## src/common/axis_position_map.svh

```systemverilog
// Constants for the two-axis position, ratio and home block.
// Assumes a 20 MHz system clock; all counts derive from it.
`ifndef AXIS_POSITION_MAP_SVH
`define AXIS_POSITION_MAP_SVH

`define CLOCK_HZ          20000000
`define HOME_SAMPLE_HZ    256
`define HOME_TICK_CYCLES  (`CLOCK_HZ / `HOME_SAMPLE_HZ)
`define TICK_COUNT_W      17

`define AXIS_COUNT        2
`define POS_W             32
`define RATIO_W           32
`define CMD_VALUE_W       40
`define POS_ROUND_BITS    8
`define POS_ROUND_HALF    40'h00_0000_0080
`define POS_MAX           32'hffff_ffff
`define DELTA_W           36

// Position units (1/1024 step) moved per increment at each resolution
`define WEIGHT_RES_1      12'h400
`define WEIGHT_RES_2      12'h200
`define WEIGHT_RES_10     12'h066
`define WEIGHT_RES_125    12'h008
`define WEIGHT_W          12

// Status characters of a position reply
`define STATUS_STOPPED    8'h3d
`define STATUS_CW         8'h2b
`define STATUS_CCW        8'h2d

`endif

```

## src/common/axis_position_pkg.sv

```systemverilog
// Types shared by the position block and its surroundings.
// Assumes axis_position_map.svh is on the include path.
package axis_position_pkg;
  `include "axis_position_map.svh"

  typedef enum logic [3:0] {
    OP_NOP         = 4'h0,
    OP_SET_POS     = 4'h1,
    OP_QUERY_POS   = 4'h2,
    OP_TRIGGER     = 4'h3,
    OP_RATIO_LOAD  = 4'h4,
    OP_RATIO_EN    = 4'h5,
    OP_RATIO_QUERY = 4'h6,
    OP_HOME_DIR    = 4'h7,
    OP_RESOLUTION  = 4'h8,
    OP_HOME        = 4'h9,
    OP_MOTION      = 4'ha
  } opcode_type;

  typedef enum logic [1:0] {
    RES_1   = 2'h0,
    RES_2   = 2'h1,
    RES_10  = 2'h2,
    RES_125 = 2'h3
  } resolution_type;

  typedef enum logic [1:0] {
    REPLY_POS   = 2'h0,
    REPLY_RATIO = 2'h1,
    REPLY_DONE  = 2'h2
  } reply_kind_type;

  typedef enum logic [0:0] {
    HOME_IDLE = 1'b0,
    HOME_SEEK = 1'b1
  } home_state_type;

  // One decoded host command
  typedef struct packed {
    opcode_type               op;
    logic                     axis;
    logic                     plus;
    logic [`CMD_VALUE_W-1:0]  value;
  } cmd_type;

  // One reply toward the host formatter
  typedef struct packed {
    reply_kind_type           kind;
    logic                     axis;
    logic [7:0]               status;
    logic [`POS_W-1:0]        value;
  } reply_type;
endpackage

```

## src/design/axis_position_ratio_home.sv

```systemverilog
// Per-axis position keeping, position/ratio queries, completion
// messages, ratio following and the final homing phase.
// Assumes a command parser ahead of it and a reply formatter and
// step generator behind it, all on i_clock.
`timescale 1ns/1ns
`include "axis_position_map.svh"

module axis_position_ratio_home
  import axis_position_pkg::*;
#(
  parameter logic [`TICK_COUNT_W-1:0] HOME_TICK_CYCLES =
    `TICK_COUNT_W'(`HOME_TICK_CYCLES)
) (
  input  wire logic                    i_clock,
  input  wire logic                    i_resetn,
  input  wire logic                    i_cmd_valid,
  input  wire cmd_type                 i_cmd,
  input  wire logic [`AXIS_COUNT-1:0]  i_step_cw,
  input  wire logic [`AXIS_COUNT-1:0]  i_step_ccw,
  input  wire logic [`AXIS_COUNT-1:0]  i_moving,
  input  wire logic [`AXIS_COUNT-1:0]  i_moving_cw,
  input  wire logic [`AXIS_COUNT-1:0]  i_speed_mode,
  input  wire logic [`AXIS_COUNT-1:0]  i_move_done,
  input  wire logic [`AXIS_COUNT-1:0]  i_home_switch_input,
  output logic                         o_reply_valid,
  output reply_type                    o_reply,
  output logic [`AXIS_COUNT-1:0]       o_step_req,
  output logic [`AXIS_COUNT-1:0]       o_step_cw,
  output logic [`AXIS_COUNT-1:0]       o_homing,
  output logic [`AXIS_COUNT-1:0]       o_underflow
);

  ////////////////////////////////////////////////////////////////////
  // State of the whole block, one packed record

  typedef struct packed {
    logic [`AXIS_COUNT-1:0][`POS_W-1:0]   position;
    logic [`AXIS_COUNT-1:0]               underflow;
    logic [`AXIS_COUNT-1:0]               trigger_en;
    logic [`AXIS_COUNT-1:0]               done_pend;
    logic [`AXIS_COUNT-1:0][`RATIO_W-1:0] ratio_stored;
    logic [`AXIS_COUNT-1:0][`RATIO_W-1:0] ratio_active;
    logic [`AXIS_COUNT-1:0]               ratio_pend;
    logic [`AXIS_COUNT-1:0]               follow_en;
    logic [`AXIS_COUNT-1:0]               follow_opp;
    logic [`AXIS_COUNT-1:0][`RATIO_W-1:0] follow_phase;
    logic [`AXIS_COUNT-1:0]               home_dir_cw;
    logic [`AXIS_COUNT-1:0][1:0]          res_sel;
    home_state_type [`AXIS_COUNT-1:0]     home_state;
    logic [`TICK_COUNT_W-1:0]             tick_count;
    logic [`AXIS_COUNT-1:0]               switch_meta;
    logic [`AXIS_COUNT-1:0]               switch_sync;
    logic                                 reply_valid;
    reply_type                            reply;
    logic [`AXIS_COUNT-1:0]               step_req;
    logic [`AXIS_COUNT-1:0]               step_cw;
  } state_type;

  state_type state_q;
  state_type state_d;

  ////////////////////////////////////////////////////////////////////
  // Increment size for a resolution code

  function automatic logic [`WEIGHT_W-1:0] step_weight(
    input logic [1:0] sel
  );
    logic [`WEIGHT_W-1:0] w;
    w = `WEIGHT_RES_1;
    unique case (resolution_type'(sel))
      RES_1:   w = `WEIGHT_RES_1;
      RES_2:   w = `WEIGHT_RES_2;
      RES_10:  w = `WEIGHT_RES_10;
      RES_125: w = `WEIGHT_RES_125;
    endcase
    return w;
  endfunction

  ////////////////////////////////////////////////////////////////////
  // Next-state logic

  always_comb begin
    logic                            tick;
    logic [`AXIS_COUNT-1:0]          own_step;
    logic [`AXIS_COUNT-1:0]          own_cw;
    logic [`AXIS_COUNT-1:0]          home_done;
    logic [`AXIS_COUNT-1:0]          ctl_step;
    logic [`AXIS_COUNT-1:0]          ctl_cw;
    logic [`AXIS_COUNT-1:0]          move_end;
    logic [`RATIO_W:0]               phase_sum;
    logic signed [`DELTA_W-1:0]      delta;
    logic signed [`DELTA_W-1:0]      sum;
    logic signed [`DELTA_W-1:0]      weight_s;
    logic [`CMD_VALUE_W-1:0]         rounded;
    logic                            ctl;
    logic                            query_now;
    tick      = 1'b0;
    own_step  = '0;
    own_cw    = '0;
    home_done = '0;
    ctl_step  = '0;
    ctl_cw    = '0;
    move_end  = '0;
    phase_sum = '0;
    delta     = '0;
    sum       = '0;
    weight_s  = '0;
    rounded   = '0;
    ctl       = 1'b0;
    query_now = 1'b0;
    state_d   = state_q;
    state_d.reply_valid = 1'b0;
    state_d.step_req    = '0;

    // Home switch pins cross in through two flops
    state_d.switch_meta = i_home_switch_input;
    state_d.switch_sync = state_q.switch_meta;

    // Sample divider, 256 ticks a second, free running
    if (state_q.tick_count == HOME_TICK_CYCLES - `TICK_COUNT_W'(1)) begin
      state_d.tick_count = '0;
      tick = 1'b1;
    end else begin
      state_d.tick_count = state_q.tick_count + `TICK_COUNT_W'(1);
    end

    // Final homing phase: test the switch, else move one increment
    for (int a = 0; a < `AXIS_COUNT; a++) begin
      if (state_q.home_state[a] == HOME_SEEK && tick) begin
        if (state_q.switch_sync[a]) begin
          state_d.home_state[a] = HOME_IDLE;
          home_done[a] = 1'b1;
        end else begin
          own_step[a] = 1'b1;
          own_cw[a]   = state_q.home_dir_cw[a];
        end
      end
    end

    // Steps a control axis makes, external or its own home steps; its follower steps are not counted
    for (int a = 0; a < `AXIS_COUNT; a++) begin
      ctl_step[a] = i_step_cw[a] | i_step_ccw[a] | own_step[a];
      ctl_cw[a]   = own_step[a] ? own_cw[a] : i_step_cw[a];
      move_end[a] = i_move_done[a] | home_done[a];
    end

    // Follower gets a step on each carry of its phase accumulator.
    // A carry that meets a home step of the follower is dropped; homing the follower ends following.
    for (int f = 0; f < `AXIS_COUNT; f++) begin
      ctl = ~1'(f);
      if (state_q.follow_en[f] && ctl_step[ctl]) begin
        phase_sum = {1'b0, state_q.follow_phase[f]}
                  + {1'b0, state_q.ratio_active[f]};
        state_d.follow_phase[f] = phase_sum[`RATIO_W-1:0];
        if (phase_sum[`RATIO_W] && !own_step[f]) begin
          own_step[f] = 1'b1;
          own_cw[f]   = ctl_cw[ctl] ^ state_q.follow_opp[f];
        end
      end
      // A deferred ratio takes over once the control move ends
      if (state_q.ratio_pend[f] && move_end[ctl]) begin
        state_d.ratio_active[f] = state_q.ratio_stored[f];
        state_d.ratio_pend[f]   = 1'b0;
      end
    end

    // Step requests go out to the step generator; acceleration and
    // profile are applied there per axis
    state_d.step_req = own_step;
    for (int a = 0; a < `AXIS_COUNT; a++) begin
      if (own_step[a]) begin
        state_d.step_cw[a] = own_cw[a];
      end
    end

    // Position accumulation from every issued step
    for (int a = 0; a < `AXIS_COUNT; a++) begin
      weight_s = `DELTA_W'(step_weight(state_q.res_sel[a]));
      delta = '0;
      if (i_step_cw[a]) delta = delta + weight_s;
      if (i_step_ccw[a]) delta = delta - weight_s;
      if (own_step[a] && own_cw[a]) delta = delta + weight_s;
      if (own_step[a] && !own_cw[a]) delta = delta - weight_s;
      sum = `DELTA_W'(state_q.position[a]) + delta;
      if (sum < 0) begin
        state_d.position[a]  = '0;
        state_d.underflow[a] = 1'b1;
      end else if (sum > `DELTA_W'(`POS_MAX)) begin
        state_d.position[a] = `POS_MAX;
      end else begin
        state_d.position[a] = sum[`POS_W-1:0];
      end
      if (home_done[a]) begin
        state_d.position[a]  = '0;
        state_d.underflow[a] = 1'b0;
      end
      // Completion message pends until the reply slot is free
      if (move_end[a] && state_q.trigger_en[a]) begin
        state_d.done_pend[a] = 1'b1;
      end
    end

    // Host commands
    if (i_cmd_valid) begin
      unique case (i_cmd.op)
        OP_SET_POS: begin
          rounded = i_cmd.value + `POS_ROUND_HALF;
          state_d.position[i_cmd.axis] =
            rounded[`POS_ROUND_BITS +: `POS_W];
          state_d.underflow[i_cmd.axis] = 1'b0;
        end
        OP_QUERY_POS: begin
          query_now = 1'b1;
          state_d.reply.kind  = REPLY_POS;
          state_d.reply.axis  = i_cmd.axis;
          state_d.reply.value = state_q.position[i_cmd.axis];
          if (!i_moving[i_cmd.axis]) begin
            state_d.reply.status = `STATUS_STOPPED;
          end else if (i_moving_cw[i_cmd.axis]) begin
            state_d.reply.status = `STATUS_CW;
          end else begin
            state_d.reply.status = `STATUS_CCW;
          end
        end
        OP_TRIGGER: begin
          // Enabling sends nothing now; disabling drops any pending
          state_d.trigger_en[i_cmd.axis] = i_cmd.plus;
          if (!i_cmd.plus) begin
            state_d.done_pend[i_cmd.axis] = 1'b0;
          end
        end
        OP_RATIO_LOAD: begin
          ctl = ~i_cmd.axis;
          state_d.ratio_stored[i_cmd.axis] =
            i_cmd.value[`RATIO_W-1:0];
          if (!i_moving[ctl] || i_speed_mode[ctl]) begin
            state_d.ratio_active[i_cmd.axis] =
              i_cmd.value[`RATIO_W-1:0];
            state_d.ratio_pend[i_cmd.axis] = 1'b0;
          end else begin
            state_d.ratio_pend[i_cmd.axis] = 1'b1;
          end
        end
        OP_RATIO_EN: begin
          // Keeps the active ratio, not ratio_stored; plus means same direction
          state_d.follow_en[i_cmd.axis]    = 1'b1;
          state_d.follow_opp[i_cmd.axis]   = ~i_cmd.plus;
          state_d.follow_phase[i_cmd.axis] = '0;
        end
        OP_RATIO_QUERY: begin
          query_now = 1'b1;
          state_d.reply.kind   = REPLY_RATIO;
          state_d.reply.axis   = i_cmd.axis;
          state_d.reply.status = `STATUS_STOPPED;
          state_d.reply.value  = state_q.ratio_stored[i_cmd.axis];
        end
        OP_HOME_DIR: begin
          state_d.home_dir_cw[i_cmd.axis] = i_cmd.plus;
        end
        OP_RESOLUTION: begin
          state_d.res_sel[i_cmd.axis] = i_cmd.value[1:0];
        end
        OP_HOME: begin
          state_d.home_state[i_cmd.axis] = HOME_SEEK;
          state_d.follow_en[i_cmd.axis]  = 1'b0;
        end
        OP_MOTION: begin
          state_d.follow_en[i_cmd.axis] = 1'b0;
        end
        OP_NOP: begin
        end
        // Codes above OP_MOTION are unused and ignored
        default: begin
        end
      endcase
    end

    // Queries own the reply slot; completion messages wait a cycle.
    // A completion pending from the same cycle keeps its set.
    if (query_now) begin
      state_d.reply_valid = 1'b1;
    end else if (state_q.done_pend[0] || state_q.done_pend[1]) begin
      state_d.reply_valid  = 1'b1;
      state_d.reply.kind   = REPLY_DONE;
      state_d.reply.axis   = ~state_q.done_pend[0];
      state_d.reply.status = `STATUS_STOPPED;
      state_d.reply.value  = '0;
      if (state_q.done_pend[0]) begin
        state_d.done_pend[0] = move_end[0] & state_q.trigger_en[0];
      end else begin
        state_d.done_pend[1] = move_end[1] & state_q.trigger_en[1];
      end
      if (i_cmd_valid && i_cmd.op == OP_TRIGGER && !i_cmd.plus) begin
        state_d.done_pend[i_cmd.axis] = 1'b0;
      end
    end
  end

  ////////////////////////////////////////////////////////////////////
  // State register; full-step resolution and zero values after reset

  always_ff @(posedge i_clock) begin
    if (!i_resetn) begin
      state_q <= '0;
    end else begin
      state_q <= state_d;
    end
  end

  ////////////////////////////////////////////////////////////////////
  // Outputs straight from the state register

  assign o_reply_valid = state_q.reply_valid;
  assign o_reply       = state_q.reply;
  assign o_step_req    = state_q.step_req;
  assign o_step_cw     = state_q.step_cw;
  assign o_underflow   = state_q.underflow;
  always_comb begin
    for (int a = 0; a < `AXIS_COUNT; a++) begin
      o_homing[a] = (state_q.home_state[a] == HOME_SEEK);
    end
  end

endmodule

```

## config.mk

```make
export PLATFORM = sky130hd
export DESIGN_NAME = axis_position_ratio_home
export DESIGN_NICKNAME = d
export VERILOG_FILES = /design/src/common/axis_position_pkg.sv /design/src/design/axis_position_ratio_home.sv
export VERILOG_INCLUDE_DIRS = /design/src /design/src/common
export SDC_FILE = /design/constraint.sdc
export NUM_CORES = 1
export LEC_CHECK = 0
export ABC_AREA = 1
export BUFFER_PORTS_ARGS = -buffer_cell sky130_fd_sc_hd__buf_2
export CELL_PAD_IN_SITES_DETAIL_PLACEMENT = 1
export CELL_PAD_IN_SITES_GLOBAL_PLACEMENT = 1
export CORE_MARGIN = 2
export CORE_UTILIZATION = 30
export CTS_CLUSTER_DIAMETER = 200
export DETAILED_ROUTE_END_ITERATION = 10
export PLACE_DENSITY = 0.57
export SLEW_MARGIN = 10
export SYNTH_ARGS = -nofsm -noshare
export SYNTH_HDL_FRONTEND = slang
export SYNTH_SLANG_ARGS = --single-unit
```

## constraint.sdc

```tcl
create_clock -name i_clock -period 11.9 [get_ports i_clock]
set_input_delay 1.785 -clock i_clock [delete_from_list [all_inputs] [get_ports i_clock]]
set_output_delay 1.785 -clock i_clock [all_outputs]
set_load 0.02 [all_outputs]
```

==> flow_summary_export.csv <==
group,metric,value,unit
outcome,outcome,"finished clean",
synthesis,synth-async-reset-ratio,0,%
power_and_ir_drop,power.leakage,12.67,nW
floorplanning,die-height,290.3,µm
global_route,grt_max_degree,81,
timing,setup_viol,0,
clock_network,numCtsBuffers,48,
worst_setup_path,r2r_cells,44,
worst_setup_path,crit_path_top_delay_cell,"nand2_1",
timing,drv_slew,0,
worst_setup_path,critPathCaptureType,"flip-flop",
timing,holdWs,0.3922,ns
worst_setup_path,r2r_start,"state_q[179]",
finish,fillers,10380,
timing,slew_headroom,18.97,%
finish,layout-drive-gt1-share,10.78,%
routing,drt_first_iter_violations,1286,
min_path,hold_class,"flip-flop to flip-flop",
clock_network,clk_pin_slew,0.06,ns
clock_network,cts-root-buf,"clkbuf_16",
routing,drt_first_pass_iters,6,
floorplanning,start_util,30.14,%
placed_design,place.gp.congestion,0.8586,
global_route,grt-ovfl-total,0,
worst_setup_path,worstPathMaxFanout,32,
floorplanning,fp.dieW,290.3,µm
min_path,holdPathStages,2,
placed_design,numPortBuffers,114,
synthesis,synth.distinct_cells,62,
worst_setup_path,max_stage_delay,0.80,ns
timing,skew,0.04731,ns
worst_setup_path,path_class,"flip-flop to flip-flop",
clock_network,clkSinkCount,345,
synthesis,synth_cells,3685,
worst_setup_path,r2r_end,"state_q[316]",
timing,fmax,120.9,MHz
floorplanning,core,81580,µm²
global_route,grt_pass1_wl,146.1,mm
finish,fin_nets,3900,
timing,fin_tns_setup,0,ns
synthesis,synth-edff-count,0,
synthesis,synth_nets,3921,
synthesis,synth_warnings,0,
timing,tightest_slew,1.213,ns
routing,ant_nets,0,
routing,num_vias,24290,
placed_design,pre_cts_slack,3.100,ns
timing,final-hold-violation-count,0,
worst_setup_path,cp.required,12.36,ns
timing,setup_ws,3.627,ns
timing,post-route-period-util,69.52,%
power_and_ir_drop,power_density,120.5,nW/µm²
job,cap_violations,0,
floorplanning,ios,115,
timing,grt_setup_unrepaired,"no",
clock_network,clock_latency,0.64,ns
routing,via_per_inst,5.087,
min_path,whs_endpoint,"state_q[48]",
finish,final_common_cell,"nand2_1",
clock_network,htree_num_levels,2,
synthesis,synth.avg_cell_area,6.674,µm²
worst_setup_path,crit_start,"state_q[179]",
global_route,grt_use_total,22.13,%
placed_design,hpwl,72.57,mm
synthesis,synth_top_flop_cell,"dfxtp_1",
clock_network,post_cts_resize_count,0,
synthesis,ys_ff_latch,345,
power_and_ir_drop,ir_drop,0.1023,mV
routing,wl,94.79,mm
clock_network,clk_path_buf_depth,3,
routing,wl_per_cell,19.85,µm
worst_setup_path,reg2reg_slack,3.63,ns
min_path,hold_path.startpoint,"state_d[48]",
global_route,antenna_found_initial,1,
floorplanning,rows,105,
synthesis,mappedNetlistArea,24590,µm²
floorplanning,dieArea,84290,µm²
timing,period_minus_slack,8.273,ns
finish,layout_common_cells,"nand2_1, o21ai_0, inv_1, a21oi_1, dfxtp_1",
clock_network,postCtsSetupBuffers,0,
worst_setup_path,arrival,8.74,ns
worst_setup_path,cp_common_cell,"nand2_1",
routing,drcViolationCount,0,
clock_network,cts_tree,"built",
clock_network,cts_hold_buf,0,
finish,area_delta_synth_final,11.20,%
synthesis,ys_seq_area_share,28.08,%
global_route,grt_pass1_vias,24790,
worst_setup_path,crit_path_start_kind,"flip-flop",
power breakdown:
| part | switching, mW | total (mW) | internal (mW) |
|---|---|---|---|
| combinational | 0.319 | 0.480 | 0.160 |
| clock | 0.620 | 1.58 | 0.962 |
| sequential | 0.0391 | 1.23 | 1.19 |
stage by stage:
| step | std cells | power, mW | area [µm²] | utilization (%) |
|---|---|---|---|---|
| CTS | 4771 | 3.337 | 27340 | 33.51 |
| global route | 4771 | 3.436 | 27340 | 33.51 |
| finish | 4774 | 3.296 | 27350 | 33.52 |
| global placement | 4684 | 1.739 | 25640 | 31.42 |
| detailed placement | 4684 | 1.741 | 25640 | 31.42 |
| floorplan | 3685 | 1.589 | 24590 | - |
cells in the mapped netlist (6+ instances only):
master | instances | area (µm²)
o21ai_0 | 378 | 1892
a31oi_1 | 20 | 125.1
buf_4 | 55 | 412.9
xnor2_1 | 56 | 490.5
o311ai_0 | 19 | 166.4
nor3b_1 | 6 | 45.04
nor4_1 | 12 | 75.07
buf_6 | 7 | 78.83
clkbuf_1 | 116 | 435.4
o21a_1 | 8 | 60.06
buf_2 | 14 | 70.07
xor2_1 | 83 | 727.0
ha_1 | 165 | 2064
o221ai_1 | 8 | 70.07
buf_1 | 15 | 56.30
a21oi_2 | 31 | 271.5
o211ai_1 | 25 | 187.7
inv_1 | 364 | 1366
nand2_2 | 75 | 469.2
o22ai_1 | 31 | 193.9
fa_1 | 8 | 160.2
nand3_2 | 7 | 70.07
nand4_1 | 51 | 319.1
a21oi_1 | 358 | 1792
a21o_1 | 10 | 75.07
nor2_1 | 315 | 1182
a211oi_1 | 6 | 45.04
clkinv_1 | 6 | 22.52
nand2_4 | 7 | 78.83
nor3_1 | 37 | 185.2
nand3b_1 | 7 | 52.55
o21bai_1 | 11 | 82.58
inv_2 | 14 | 52.55
or2_2 | 21 | 131.4
nand2_1 | 830 | 3115
dfxtp_1 | 345 | 6907
nand3_1 | 113 | 565.5
how the worst max path moves through the flow:
| stage | endpoint | cells after the start |
|---|---|---|
| after global routing | state_q[314] | 44 |
| final | state_q[316] | 44 |
| after global placement | state_q[302] | 39 |
| after detailed placement | state_q[302] | 39 |
| after CTS | state_q[316] | 44 |
| after floorplan | state_q[342] | 39 |
routing by layer:
metal	vias to the layer above	GRT usage, %	share of wire, %
met5	-	0	0.0095
met4	2	6.745	3.0
met3	114	2.470	3.6
met2	333	37.85	47
met1	11690	29.14	46
li1	12140	-	-
critical path, delay by kind of cell, from the launching register on:
kind / cells / cell delay, ns
fa+ha+maj: 4 / 1.28
flops: 1 / 0.37
xor+xnor: 1 / 0.16
compound gates: 7 / 1.63
buf+inv: 4 / 0.34
simple gates: 28 / 4.25
area by class of cell:
cell class                 count  area (µm²)  area share [%]
tap                         1070        1339           4.895
sequential                   345        6907           25.26
inverter                     384        1444           5.280
timing repair buffer         140       768.2           2.809
antenna                        3       7.507         0.02745
clock inverter                16       315.3           1.153
multi-input combinational   2745       15180           55.51
clock buffer                  71        1388           5.074
kinds of logic after synthesis:
logic type               synth area share (%)
multiplexers                          0.08140
buffers and inverters                   10.41
XOR/XNOR                                4.950
flip-flops                              28.08
adder cells (fa/ha/maj)                 9.046
AO/OA/AOI/OAI                           21.00
AND/OR/NAND/NOR                         26.43
Power figures use the tool's default switching activity.
